===== config.mk =====
export PLATFORM = sky130hd
export DESIGN_NAME = serial_bit_rate_and_standby_ctrl
export DESIGN_NICKNAME = d
export VERILOG_FILES = /design/src/design/serial_brg_pkg.sv /design/src/design/serial_bit_rate_and_standby_ctrl.sv
export SDC_FILE = /design/constraint.sdc
export NUM_CORES = 1
export LEC_CHECK = 0
export BUFFER_PORTS_ARGS = -buffer_cell sky130_fd_sc_hd__buf_2
export CORE_MARGIN = 3
export CORE_UTILIZATION = 45
export DETAILED_ROUTE_END_ITERATION = 16
export PLACE_DENSITY = 0.7
export SETUP_SLACK_MARGIN = 0.15
export SKIP_CTS_REPAIR_TIMING = 1
export SYNTH_ARGS = -nofsm -noshare
export SYNTH_HDL_FRONTEND = slang
export SYNTH_SLANG_ARGS = --single-unit

===== constraint.sdc =====
create_clock -name pclk -period 1.9 [get_ports pclk]
set_input_delay 0.285 -clock pclk [delete_from_list [all_inputs] [get_ports pclk]]
set_output_delay 0.285 -clock pclk [all_outputs]
set_load 0.02 [all_outputs]

===== src/design/serial_brg_pkg.sv =====
// Purpose: Shared constants and carriers for the serial bit-rate block
// Assumes: APB with 32-bit data, byte offsets on word boundaries
// Notes:   Per-channel registers sit at a base plus channel times stride
package serial_brg_pkg;
   // -----------------------------------------------------------------
   // Sizes
   // -----------------------------------------------------------------
   localparam int NUM_CHAN = 2;
   localparam int ADDR_W   = 8;

   // -----------------------------------------------------------------
   // Register offsets
   // -----------------------------------------------------------------
   localparam logic [7:0] OFF_DIV_BASE = 8'h00;   // Channel divisor
   localparam logic [7:0] OFF_FMT_BASE = 8'h04;   // Channel format
   localparam logic [7:0] OFF_CH_STEP  = 8'h08;   // Per-channel stride
   localparam logic [7:0] OFF_STOP     = 8'h10;
   localparam logic [7:0] OFF_PIN      = 8'h14;
   localparam logic [7:0] OFF_STAT     = 8'h18;

   // -----------------------------------------------------------------
   // Reset values and fixed bits
   // -----------------------------------------------------------------
   localparam logic [7:0] DIV_RST  = 8'hff;
   localparam logic [7:0] FMT_RST  = 8'h00;
   localparam logic [7:0] STOP_RST = 8'hff;
   localparam logic [7:0] PIN_RST  = 8'hc0;
   localparam logic [7:0] PIN_ONES = 8'hc0;      // Read as one, no write

   // -----------------------------------------------------------------
   // Field positions
   // -----------------------------------------------------------------
   localparam int FMT_SYNC_BIT  = 7;   // 1 = clocked synchronous mode
   localparam int FMT_PRE_LO    = 0;   // prescale_select_lo
   localparam int FMT_PRE_HI    = 1;   // prescale_select_hi
   localparam int STOP_CH1_BIT  = 6;   // chan1_standby_n
   localparam int PIN_RXINV_LSB = 0;   // chan1_rx_invert, +2 per channel
   localparam int PIN_TXINV_LSB = 1;   // chan1_tx_invert, +2 per channel
   localparam int PIN_TXSEL_LSB = 4;   // chan1_tx_pin_select, +1 per channel

   // -----------------------------------------------------------------
   // Prescaler codes and generator ratios
   // -----------------------------------------------------------------
   localparam logic [1:0] PRE_SYS    = 2'h0;
   localparam logic [1:0] PRE_SUB    = 2'h1;
   localparam logic [1:0] PRE_DIV16  = 2'h2;
   localparam logic [1:0] PRE_DIV64  = 2'h3;
   localparam logic [5:0] DIV16_LAST = 6'h0f;
   localparam logic [5:0] DIV64_LAST = 6'h3f;
   localparam logic [5:0] ASYNC_LAST = 6'h3f;   // 64 generator ticks per bit
   localparam logic [5:0] SYNC_LAST  = 6'h07;   // 8 generator ticks per bit
   localparam logic [1:0] SAMPLE_LAST = 2'h3;   // 4 ticks per 1/16 bit
   localparam int         SCLK_BIT   = 2;       // Half-bit phase in sync mode

   // -----------------------------------------------------------------
   // Carriers
   // -----------------------------------------------------------------
   typedef struct packed {
      logic       sync_mode;
      logic [1:0] prescale;
      logic [7:0] divisor;
   } chan_cfg_s;

   typedef struct packed {
      logic sample_tick;
      logic bit_tick;
      logic sclk;
   } chan_tick_s;
endpackage : serial_brg_pkg


===== src/design/serial_bit_rate_and_standby_ctrl.sv =====
// Purpose: Bit-rate generators, standby and pin control for two serial channels
// Assumes: All inputs synchronous to pclk; watch clock arrives as a pclk pulse
// Notes:   Register reads answer in the first access cycle
//
// Local design decisions: the APB slave port and the register addresses.
`timescale 1ns/1ps

// Contract
// - Eight-bit divisor register per channel, reset value all ones.
// - Chip standby, watch mode or channel standby force the divisor to all ones.
// - Divisor readable and writable at any time regardless of traffic.
// - Asynchronous bit lasts 64 * 4^n * (divisor+1) clocks.
// - Synchronous bit lasts 8 * 4^n * (divisor+1) clocks.
// - Prescale codes select system clock, subclock, clock/16, clock/64.
// - Subclock path uses watch clock halved, undivided in sub modes.
// - Clock stop register is eight bits read/write, resets to all ones.
// - Bit 6 low puts channel 1 into standby.
// - Bit 5 low puts channel 2 into standby.
// - A channel in standby holds all its registers at initial values.
// - Pin control register eight bits, resets to c0, top bits unwritable.
// - Separate receive and transmit inversion for each channel.
// - Bits 0 to 3 invert ch1 rx, ch1 tx, ch2 rx, ch2 tx.
// - Bits 4 and 5 route transmit pins to serial output; set before enabling.
// - Two top pin control bits read one and ignore writes.
module serial_bit_rate_and_standby_ctrl (
   // Clock and reset
   input  wire logic                                      pclk,
   input  wire logic                                      presetn,
   // APB slave
   input  wire logic                                      psel,
   input  wire logic                                      penable,
   input  wire logic                                      pwrite,
   input  wire logic [serial_brg_pkg::ADDR_W-1:0]         paddr,
   input  wire logic [31:0]                               pwdata,
   output logic      [31:0]                               prdata,
   output logic                                           pready,
   output logic                                           pslverr,
   // Chip power state
   input  wire logic                                      chip_standby,
   input  wire logic                                      watch_mode,
   input  wire logic                                      sub_mode,
   input  wire logic                                      wclk_tick,
   // Serial pins and channel data
   input  wire logic [serial_brg_pkg::NUM_CHAN-1:0]       rx_pin,
   input  wire logic [serial_brg_pkg::NUM_CHAN-1:0]       tx_data,
   input  wire logic [serial_brg_pkg::NUM_CHAN-1:0]       gpio_out,
   output logic      [serial_brg_pkg::NUM_CHAN-1:0]       rx_data,
   output logic      [serial_brg_pkg::NUM_CHAN-1:0]       tx_pin,
   output logic      [serial_brg_pkg::NUM_CHAN-1:0]       chan_run,
   output serial_brg_pkg::chan_tick_s [serial_brg_pkg::NUM_CHAN-1:0] chan_tick
);
   localparam int NC = serial_brg_pkg::NUM_CHAN;

   // ----------------------------------------------------------------
   // Address decode
   // ----------------------------------------------------------------
   // True when the address hits a channel register at the given base
   function automatic logic chan_hit(input logic [7:0] a, input logic [7:0] base,
                                     input int ch);
      logic [7:0] off;
      off = base + 8'(ch) * serial_brg_pkg::OFF_CH_STEP;
      return a == off;
   endfunction : chan_hit

   // ----------------------------------------------------------------
   // Register state
   // ----------------------------------------------------------------
   serial_brg_pkg::chan_cfg_s          cfg_r    [NC];
   serial_brg_pkg::chan_cfg_s          cfg_nxt  [NC];
   logic [7:0]  stop_r,   stop_nxt;
   logic [7:0]  pin_r,    pin_nxt;
   logic [31:0] prdata_r, prdata_nxt;
   logic        pready_r, pready_nxt;
   logic        perr_r,   perr_nxt;
   logic        wr_en;
   logic        setup;
   logic [NC-1:0] hold;

   assign setup = psel & ~penable;
   assign wr_en = psel & penable & pready_r & pwrite;

   // Channel standby comes from the low-active stop bits
   generate
      for (genvar c = 0; c < NC; c++) begin : g_hold
         // standby bit channel 1, standby bit channel 2
         assign hold[c] = ~stop_r[serial_brg_pkg::STOP_CH1_BIT - c];
      end
   endgenerate

   // ----------------------------------------------------------------
   // APB answer
   // ----------------------------------------------------------------
   // Read data and error are captured in the setup cycle
   always_comb begin
      logic hit;
      hit        = 1'b0;
      prdata_nxt = prdata_r;
      perr_nxt   = 1'b0;
      pready_nxt = setup;
      if (setup) begin
         prdata_nxt = 32'h0000_0000;
         for (int c = 0; c < NC; c++) begin
            if (chan_hit(paddr, serial_brg_pkg::OFF_DIV_BASE, c)) begin
               prdata_nxt[7:0] = cfg_r[c].divisor;
               hit = 1'b1;
            end
            if (chan_hit(paddr, serial_brg_pkg::OFF_FMT_BASE, c)) begin
               prdata_nxt[serial_brg_pkg::FMT_SYNC_BIT] = cfg_r[c].sync_mode;
               prdata_nxt[serial_brg_pkg::FMT_PRE_HI:serial_brg_pkg::FMT_PRE_LO] =
                  cfg_r[c].prescale;
               hit = 1'b1;
            end
         end
         if (paddr == serial_brg_pkg::OFF_STOP) begin
            prdata_nxt[7:0] = stop_r;
            hit = 1'b1;
         end
         if (paddr == serial_brg_pkg::OFF_PIN) begin
            prdata_nxt[7:0] = pin_r | serial_brg_pkg::PIN_ONES;
            hit = 1'b1;
         end
         if (paddr == serial_brg_pkg::OFF_STAT) begin
            prdata_nxt[4:0] = {chip_standby, watch_mode, sub_mode, ~hold};
            hit = 1'b1;
         end
         perr_nxt = ~hit;
      end
   end

   always_ff @(posedge pclk or negedge presetn) begin
      if (!presetn) begin
         prdata_r <= 32'h0000_0000;
         pready_r <= 1'b0;
         perr_r   <= 1'b0;
      end else begin
         prdata_r <= prdata_nxt;
         pready_r <= pready_nxt;
         perr_r   <= perr_nxt;
      end
   end

   assign prdata  = prdata_r;
   assign pready  = pready_r;
   assign pslverr = perr_r;

   // ----------------------------------------------------------------
   // Shared registers
   // ----------------------------------------------------------------
   // Clock stop and pin control writes
   always_comb begin
      stop_nxt = stop_r;
      pin_nxt  = pin_r;
      if (wr_en && paddr == serial_brg_pkg::OFF_STOP) begin
         stop_nxt = pwdata[7:0];
      end
      if (wr_en && paddr == serial_brg_pkg::OFF_PIN) begin
         pin_nxt = pwdata[7:0] | serial_brg_pkg::PIN_ONES;
      end
   end

   always_ff @(posedge pclk or negedge presetn) begin
      if (!presetn) begin
         stop_r <= serial_brg_pkg::STOP_RST;
         pin_r  <= serial_brg_pkg::PIN_RST;
      end else begin
         stop_r <= stop_nxt;
         pin_r  <= pin_nxt;
      end
   end

   // ----------------------------------------------------------------
   // Prescaler and watch clock path
   // ----------------------------------------------------------------
   logic [5:0] pre_r,  pre_nxt;
   logic       half_r, half_nxt;
   logic       wsrc;

   // Free-running divider and watch clock halver
   always_comb begin
      pre_nxt  = pre_r + 6'h01;
      half_nxt = half_r ^ wclk_tick;
      // halved in active, full in sub modes
      wsrc     = wclk_tick & (sub_mode | half_r);
   end

   always_ff @(posedge pclk or negedge presetn) begin
      if (!presetn) begin
         pre_r  <= 6'h00;
         half_r <= 1'b0;
      end else begin
         pre_r  <= pre_nxt;
         half_r <= half_nxt;
      end
   end

   // ----------------------------------------------------------------
   // Per-channel generator, config and pins
   // ----------------------------------------------------------------
   generate
      for (genvar c = 0; c < NC; c++) begin : g_chan
         logic [7:0] cnt_r,   cnt_nxt;
         logic [5:0] phase_r, phase_nxt;
         serial_brg_pkg::chan_tick_s tick_r, tick_nxt;
         logic       rx_r, rx_nxt;
         logic       tx_r, tx_nxt;
         logic       src;
         logic       brg;
         logic [5:0] last;

         // Configuration writes and forced values
         always_comb begin
            cfg_nxt[c] = cfg_r[c];
            if (wr_en && chan_hit(paddr, serial_brg_pkg::OFF_DIV_BASE, c)) begin
               cfg_nxt[c].divisor = pwdata[7:0];
            end
            if (wr_en && chan_hit(paddr, serial_brg_pkg::OFF_FMT_BASE, c)) begin
               cfg_nxt[c].sync_mode = pwdata[serial_brg_pkg::FMT_SYNC_BIT];
               cfg_nxt[c].prescale  =
                  pwdata[serial_brg_pkg::FMT_PRE_HI:serial_brg_pkg::FMT_PRE_LO];
            end
            if (chip_standby || watch_mode) begin
               cfg_nxt[c].divisor = serial_brg_pkg::DIV_RST;
            end
            if (hold[c]) begin
               cfg_nxt[c].divisor   = serial_brg_pkg::DIV_RST;
               cfg_nxt[c].sync_mode = serial_brg_pkg::FMT_RST[serial_brg_pkg::FMT_SYNC_BIT];
               cfg_nxt[c].prescale  = serial_brg_pkg::FMT_RST[1:0];
            end
         end

         // Source select, down-counter and bit phase
         always_comb begin
            case (cfg_r[c].prescale)
               serial_brg_pkg::PRE_SYS:   src = 1'b1;
               serial_brg_pkg::PRE_SUB:   src = wsrc;
               serial_brg_pkg::PRE_DIV16:
                  src = pre_r[3:0] == serial_brg_pkg::DIV16_LAST[3:0];
               serial_brg_pkg::PRE_DIV64: src = pre_r == serial_brg_pkg::DIV64_LAST;
               default:                   src = 1'b0;
            endcase
            last = cfg_r[c].sync_mode ? serial_brg_pkg::SYNC_LAST
                                      : serial_brg_pkg::ASYNC_LAST;
            brg     = src && cnt_r == 8'h00;
            cnt_nxt = cnt_r;
            if (src) begin
               cnt_nxt = brg ? cfg_r[c].divisor : cnt_r - 8'h01;
            end
            phase_nxt = phase_r;
            if (brg) begin
               phase_nxt = (phase_r >= last) ? 6'h00 : phase_r + 6'h01;
            end
            tick_nxt.sample_tick = brg && !cfg_r[c].sync_mode &&
                                   phase_r[1:0] == serial_brg_pkg::SAMPLE_LAST;
            tick_nxt.bit_tick    = brg && phase_r >= last;
            tick_nxt.sclk        = cfg_r[c].sync_mode & phase_r[serial_brg_pkg::SCLK_BIT];
            if (hold[c]) begin
               cnt_nxt   = 8'h00;
               phase_nxt = 6'h00;
               tick_nxt  = '0;
            end
         end

         // Pin inversion and transmit pin routing
         always_comb begin
            rx_nxt = rx_pin[c] ^ pin_r[serial_brg_pkg::PIN_RXINV_LSB + 2 * c];
            if (pin_r[serial_brg_pkg::PIN_TXSEL_LSB + c]) begin
               tx_nxt = tx_data[c] ^ pin_r[serial_brg_pkg::PIN_TXINV_LSB + 2 * c];
            end else begin
               tx_nxt = gpio_out[c];
            end
         end

         always_ff @(posedge pclk or negedge presetn) begin
            if (!presetn) begin
               cfg_r[c].divisor   <= serial_brg_pkg::DIV_RST;
               cfg_r[c].sync_mode <= serial_brg_pkg::FMT_RST[serial_brg_pkg::FMT_SYNC_BIT];
               cfg_r[c].prescale  <= serial_brg_pkg::FMT_RST[1:0];
               cnt_r   <= 8'h00;
               phase_r <= 6'h00;
               tick_r  <= '0;
               rx_r    <= 1'b0;
               tx_r    <= 1'b0;
            end else begin
               cfg_r[c] <= cfg_nxt[c];
               cnt_r    <= cnt_nxt;
               phase_r  <= phase_nxt;
               tick_r   <= tick_nxt;
               rx_r     <= rx_nxt;
               tx_r     <= tx_nxt;
            end
         end

         // Channel outputs straight from flops
         assign chan_tick[c] = tick_r;
         assign rx_data[c]   = rx_r;
         assign tx_pin[c]    = tx_r;
         assign chan_run[c]  = stop_r[serial_brg_pkg::STOP_CH1_BIT - c];
      end
   endgenerate

endmodule : serial_bit_rate_and_standby_ctrl


Word level (Yosys, flattened, before mapping)
Index checks and enable logic that the tools add are counted.

operators by class
  reductions and logical operators = 22
  mux-type cells = 46
  order comparisons = 2
  bitwise gates (word level) = 18
  equality and inequality tests = 24
  add/sub/neg operators = 5

operators with widths
  operator                                              number
  2-to-1 mux 8 bit                                      14
  2-to-1 mux 6 bit                                      8
  equality test 8 x 5 -> 1 bit (second input constant)  3
  zero test 8 bit                                       3
  2-to-1 mux 11 bit                                     2
  adder 6 x 1 -> 6 bit (second input constant)          3
  equality test 8 x 4 -> 1 bit (second input constant)  2
  subtractor 8 x 1 -> 8 bit (second input constant)     2
  logical AND 1 bit                                     14
  2-to-1 mux 1 bit                                      13
  equality test 2 bit (second input constant)           6
  >= comparator 6 bit                                   2
  2-to-1 mux 3 bit                                      4
  != test 2 x 1 -> 1 bit (second input constant)        6
  equality test 8 x 3 -> 1 bit (second input constant)  1
  one-hot mux 1 bit (4 select lines)                    2
  bitwise AND 1 bit                                     7
  equality test 6 bit (second input constant)           1
  != test 3 x 1 -> 1 bit (second input constant)        2
  2-to-1 mux 5 bit                                      1
  bitwise XOR 1 bit                                     5
  equality test 2 x 1 -> 1 bit (second input constant)  2
  equality test 4 bit (second input constant)           1
  zero test 2 bit                                       2
  other kinds (6)                                       11

word-level totals
  bits in registers = 91
  logic and storage cells = 144
  output and inout bits = 46

Longest topological paths before layout
Gate-level depths: netlist of run 1.

  word-level depth = 11
  gate-level depth with buffers = 9

Worst setup path before layout of run 1
No wires, ideal clock.

  kind = flip-flop to flip-flop
  start = register g_chan[1].cnt_r[4]
  end = register g_chan[1].phase_r[4]
  setup time = 0.078 ns
  setup slack = 0.045 ns
  cell stages (with the launch flop) = 6
  buffers on the path = 0
  arrival = 1.777 ns
  clock period less this slack = 1.855 ns
  cells stage by stage = dfrtp_1 > or4_4 > nor3_4 > nand3_2 > or4_1 > a21oi_1

between the ends
  word-level cells in the longest chain between the ends = 3

RTL lines
  item                              RTL line                                 text
  start: declaration                serial_bit_rate_and_standby_ctrl.sv:201  logic [7:0] cnt_r, cnt_nxt;
  start signal: assignment          serial_bit_rate_and_standby_ctrl.sv:285  cnt_r <= cnt_nxt;
  zero test 8 bit                   serial_bit_rate_and_standby_ctrl.sv:243  brg = src && cnt_r == 8'h00;
  logical AND 1 bit                 serial_bit_rate_and_standby_ctrl.sv:243
  != test 2 x 1 -> 1 bit (no line)  -
  end signal: assignment            serial_bit_rate_and_standby_ctrl.sv:286  phase_r <= phase_nxt;
  end: declaration                  serial_bit_rate_and_standby_ctrl.sv:202  logic [5:0] phase_r, phase_nxt;

Every way passes these cells.
A chain may end at the register's enable or synchronous reset.

Worst setup path after layout of run 1
  start = register g_chan[1].cnt_r[4]
  end = register g_chan[1].phase_r[5]

Same word-level chain as after synthesis.

==> flow_summary.ini, run 1 <==
[layout]
final_common_cell = dfrtp_1
final_cell_mix = 64 x dfrtp_1, 51 x buf_2, 49 x buf_4, 33 x nand2_1, 31 x nor2_1
areaGrowthSynthToFinish_pct = 25.7
final_cells = 727
nNetsFinal = 654
diodes = 0
drive_above_1_share_pct = 38.4
fillers = 851

[synthesis]
avgSynthCellArea_um2 = 9.99
synth_top_area_share_pct = 34.3
syn_area_mm2 = 0.00489
synth-seq-cells = 91
ys.flop_type = dfrtp_1
yosysTopAreaCell = dfrtp_1
yosysSeqAreaShare_pct = 47.1
synth-async-reset-ratio_pct = 100
yosys_warnings = 0
synthTopCellsByArea = dfrtp_1 34%, dfstp_2 13%, buf_4 4.6%
synth_cell_types = 57
postSynthCellCount = 490
synth_edf_count = 0

[routing]
first_pass_iters = 6
drtIter0Drc = 279
wl_per_cell_um = 17.2
viasPerCell = 5.65
drt_wl_total_mm = 12.5
drc = 0
vias = 4106
antenna_left = 0

[placement]
io_buffers = 52
placedCellCount = 691
preCtsSetupSlack_ns = -0.116
gp_congestion = 0.905
dp_hpwl_mm = 8.66

[global_routing]
grt_max_degree = 47
grt_overflow = 0
grt_pass1_wl_mm = 18.7
grt_pass1_vias = 3751
grt.total_usage_pct = 20.0
antenna_found_initial = 0

[worst_setup_path]
crit_cells = 5
crit_family = simple AND/OR/NAND/NOR gates
path_class = register to register
endpoint = g_chan[1].phase_r[5]
cp.required_ns = 2.19
cp_slowest_cell = or4_4
path_cells = or4_4 > nor3_4 > nand3_4 > or4_1 > a21oi_2
crit_path_start = g_chan[1].cnt_r[4]
r2r_start = g_chan[1].cnt_r[4]
r2r_cells = 5
critPathMaxStageDelay_ns = 0.56
path_buf_inv = 0
worst_setup_path_start_kind = register
crit_arrival_ns = 2.36
r2r-end = g_chan[1].phase_r[5]
endpoint_kind = register
cp_max_fo = 7
rrSetupSlack_ns = -0.17

[clock_network]
cts_tree = done
path_clk_slew_ns = 0.09
cts_buffers = 9
ctsHtreeMaxLevel = 3
clockBufferDepth = 2
clock-sinks = 91
insertion_delay_ns = 0.36
root_buffer = clkbuf_8

[run]
maxCapViolations = 0

[timing]
period_needed_ns = 2.07
clock-skew-final_ns = 0.00814
drv_slew = 0
rsz0062_at_grt = yes
finalCritPeriodShare_pct = 109
hold_viol = 0
max_clock_freq_mhz = 484
worst_pin_slew_ns = 0.466
finalWorstSetupSlack_ns = -0.167
max-slew-margin-rel_pct = 68.1
finalSetupViolCount = 10

[floorplanning]
die-height_um = 110
ioPinCount = 101
start_util_pct = 46.8
die_area_mm2 = 0.0122
die_w_um = 110
rows = 37
coreArea_mm2 = 0.0105

[power]
p_sw_w = 0.000941
p_clk_share_pct = 40.6
pwr-share-seq_pct = 50.7
leakagePower_nw = 2.86
peakVddDrop_mv = 0.323
switching_share_pct = 24.2
power_density_mw_per_mm2 = 633
combPwrFrac_pct = 8.7
p_int_w = 0.00295

[worst_hold_path]
hp-class = primary input to register
hold_depth = 2

[outcome]
status = complete, but fails checks
violations = negative setup slack
-- stage by stage --
step / total power, W / setup TNS (ns) / instance area [µm²] / utilization [%] / hold slack (ns)
6_report: 0.00389 / -0.885 / 6150 / 58.8 / 0.0933
3_5_place_dp: 0.00232 / -0.528 / 5430 / 51.9 / 0.219
2_1_floorplan: 0.00221 / 0 / 5010 / - / -0.0106
4_1_cts: 0.00389 / -0.811 / 5670 / 54.2 / -0.179
5_1_grt: 0.00403 / -1.50 / 6150 / 58.8 / 0.0808
3_3_place_gp: 0.00231 / -0.166 / 5430 / 51.9 / 0.213
-- cells in the mapped netlist, types with 7 or more instances --
library cell,number
or4_1,8
o21ai_0,25
dfstp_2,24
ha_1,13
buf_4,30
mux2i_1,9
nor3_1,13
a21oi_1,39
inv_1,15
nor2b_1,7
nand2_1,35
dfrtp_1,67
mux2_2,17
nor2_1,35
nand3_1,17
nor4_1,7
o22a_1,16
clkbuf_1,13
or3_1,8
-- power by group through the flow --
stage	Sequential [W]	Clock (W)	Combinational, W
2_1_floorplan	0.00201	0	0.000198
5_1_grt	0.00198	0.00168	0.000370
6_report	0.00197	0.00158	0.000338
3_5_place_dp	0.00201	0	0.000311
4_1_cts	0.00197	0.00160	0.000312
3_3_place_gp	0.00201	0	0.000305
-- routing by layer --
metal | global-route usage [%] | up-vias | wire, µm
li1 | - | 1935 | -
met1 | 26.5 | 2021 | 5390
met2 | 33.3 | 133 | 6220
met3 | 3.38 | 17 | 709
met4 | 6.68 | 0 | 189
met5 | 0 | - | 0
-- how the worst min path moves through the flow --
stage | start | end
after floorplan | presetn | cfg_r[10]
final | rx_pin[0] | g_chan[0].rx_r
after detailed placement | presetn | prdata[3]
after CTS | presetn | g_chan[0].cnt_r[1]
after global placement | presetn | prdata[4]
after global routing | rx_pin[1] | g_chan[1].rx_r
-- state kept, by name, indices dropped and copies added, names as in the netlist, 2 cells and up --
signal / cells
pin_r: 6
g_chan.tx_r: 2
g_chan.cnt_r: 16
cfg_r: 22
stop_r: 8
chan_tick: 6
pre_r: 6
g_chan.rx_r: 2
g_chan.phase_r: 12
prdata: 8
-- logic make-up (layout without fill, tap and decap cells) --
kind of cell    after synthesis  after routing  share of synthesized area [%]
simple gates                163            164                           17.6
buf+inv                      65            142                           7.39
xor+xnor                      9              9                           1.61
mux                          29             29                           7.13
compound gates              119            119                           15.7
fa+ha+maj                    13             13                           3.32
other cells                   1             24                         0.0766
flops                        91             91                           47.1
-- final cells by class --
class	count	area, µm²	area share (%)
Clock buffer	9	124	2.01
Clock inverter	7	116	1.89
Multi-Input combinational cell	358	2620	42.6
Tap cell	136	170	2.77
Timing Repair Buffer	111	754	12.3
Sequential cell	91	2310	37.6
Inverter	15	56.3	0.915
Power figures use the tool's default switching activity.
==> run 2, diff against run 1 <==
- ABC_AREA: default -> 1
==> run 2 against run 1 <==
Net effect: the flow now finishes without violations; utilization decreased by 5.2 points; worst hold slack improved by 0.021 ns; sequential power about the same; die area increased by 7.4%; power increased by 7.0%; worst setup slack improved by 0.45 ns; critical path type unchanged; largest cell class unchanged; highest routed layer unchanged.
==> flow_summary.ini, run 2 <==
[placement]
gp_congestion = 0.882
io_buffers = 52
dp_hpwl_mm = 8.83
preCtsSetupSlack_ns = 0.202

[routing]
first_pass_iters = 5
drc = 0
drt_wl_total_mm = 11.8
vias = 4302
antenna_left = 0
viasPerCell = 5.03
wl_per_cell_um = 13.8
drtIter0Drc = 296

[run]
maxCapViolations = 0

[timing]
rsz0062_at_grt = no
max_clock_freq_mhz = 618
hold_viol = 0
max-slew-margin-rel_pct = 66.4
period_needed_ns = 1.62
finalSetupViolCount = 0
finalWorstSetupSlack_ns = 0.283
clock-skew-final_ns = 0.00633
fin_tns_setup_ns = 0
worst_pin_slew_ns = 0.501
finalCritPeriodShare_pct = 85.1
drv_slew = 0

[outcome]
status = finished clean

[worst_setup_path]
crit_cells = 9
cp_max_fo = 4
critPathMaxStageDelay_ns = 0.42
path_buf_inv = 1
r2r_cells = 9
path_class = register to register
crit_arrival_ns = 1.89
crit_family = simple AND/OR/NAND/NOR gates
endpoint_kind = register
cp_slowest_cell = dfrtp_1
cpMostUsedCell = nand2_1
path_cells = ha_1 > a21oi_1 > a21boi_1 > nand2_1 > inv_2 > nand2_1 > nor2_4 > nand2_1 > nand2_1
cp.required_ns = 2.18
worst_setup_path_start_kind = register

[synthesis]
yosysTopAreaCell = dfrtp_1
yosys_warnings = 0
synth_cell_types = 42
synth-seq-cells = 91
ys.flop_type = dfrtp_1
synth_edf_count = 0
avgSynthCellArea_um2 = 8.07
synth_most_common_cell = nand2_1
yosysSeqAreaShare_pct = 43.7
postSynthCellCount = 654
synth_top_area_share_pct = 31.8
synth-async-reset-ratio_pct = 100
synth_common_cells = 159 x nand2_1, 67 x dfrtp_1, 66 x inv_1, 55 x nand3_1, 47 x nor2_1
syn_area_mm2 = 0.00528
synthTopCellsByArea = dfrtp_1 32%, dfstp_2 12%, nand2_1 11%

[clock_network]
cts_tree = done
clock-sinks = 91
clockBufferDepth = 2
insertion_delay_ns = 0.34
path_clk_slew_ns = 0.06
cts_buffers = 9
root_buffer = clkbuf_16
ctsHtreeMaxLevel = 3

[layout]
top_regs = cfg_r: 22 flops, g_chan.cnt_r: 16 flops, g_chan.phase_r: 12 flops
final_common_cell = nand2_1
diodes = 0
top_register = cfg_r
areaGrowthSynthToFinish_pct = 13.1
drive_above_1_share_pct = 22.8
largest_register_ffs = 22
final_cell_mix = 157 x nand2_1, 67 x dfrtp_1, 65 x inv_1, 54 x nand3_1, 51 x buf_2
nNetsFinal = 779
fillers = 1058

[global_routing]
grt_overflow = 0
grt.total_usage_pct = 19.1
grt_pass1_vias = 4128
grt_pass1_wl_mm = 20.0
grt_max_degree = 37
antenna_found_initial = 0

[floorplanning]
die_w_um = 114
die-height_um = 114
start_util_pct = 47.4
coreArea_mm2 = 0.0111
ioPinCount = 101
rows = 38
die_area_mm2 = 0.0131

[power]
power_density_mw_per_mm2 = 698
leakagePower_nw = 3.03
peakVddDrop_mv = 0.565

[worst_hold_path]
hp-class = primary input to register
hold_depth = 2
## run 2: layer usage
| metal | track usage (%) | wire length (µm) | part of all wire [%] | vias up |
|---|---|---|---|---|
| li1 | - | - | - | 2158 |
| met5 | 0 | 0 | 0 | - |
| met2 | 30.2 | 5520 | 47 | 114 |
| met4 | 4.67 | 91 | 0.77 | 0 |
| met3 | 4.65 | 662 | 5.6 | 7 |
| met1 | 26.5 | 5500 | 47 | 2023 |
## run 2: path summary, 6_finish.rpt
kind	start	endpoint	slack (ns)
setup / recovery	cfg_r[21]	g_chan[0].phase_r[4]	0.28
hold / removal	rx_pin[1]	g_chan[1].rx_r	0.11
setup reg to reg	cfg_r[21]	g_chan[0].phase_r[4]	0.28
hold reg to reg	pre_r[0]	pre_r[0]	0.46
max in group asynchronous	presetn	cfg_r[11]	0.75
min in group asynchronous	presetn	pre_r[2]	0.43
## run 2: area by class of cell
class                      instances  area (µm²)  share of cell area [%]
multi-input combinational        463        2490                    41.8
sequential                        91        2310                    38.7
tap                              140         175                    2.94
timing repair buffer              64         368                    6.16
clock inverter                     4        75.1                    1.26
clock buffer                      12         236                    3.96
inverter                          82         312                    5.22
## run 2: cell families (layout without fill, tap and decap cells)
family / count (synthesis) / count (layout) / synth area share, %
simple gates: 311 / 311 / 27.1
buf+inv: 123 / 162 / 11.6
flops: 91 / 91 / 43.7
compound gates: 90 / 90 / 10.2
xor+xnor: 25 / 25 / 4.15
fa+ha+maj: 13 / 13 / 3.08
other cells: 1 / 24 / 0.0711
## run 2: metrics by stage
step / instances / hold slack, ns / total power, W / instance area, µm² / util, %
floorplan: 677 / -0.0106 / 0.00223 / 5360 / -
global placement: 836 / 0.272 / 0.00232 / 5570 / 50.1
detailed placement: 836 / 0.278 / 0.00232 / 5570 / 50.1
CTS: 852 / -0.0880 / 0.00422 / 5880 / 52.9
global route: 856 / 0.109 / 0.00434 / 5970 / 53.6
finish: 856 / 0.115 / 0.00417 / 5970 / 53.6
## run 2: power breakdown
group	total (W)	leakage, nW	internal [W]	switching (W)
clock	0.00187	0.143	0.00115	0.000721
combinational	0.000303	1.73	0.0000846	0.000218
sequential	0.00199	1.15	0.00197	0.0000172
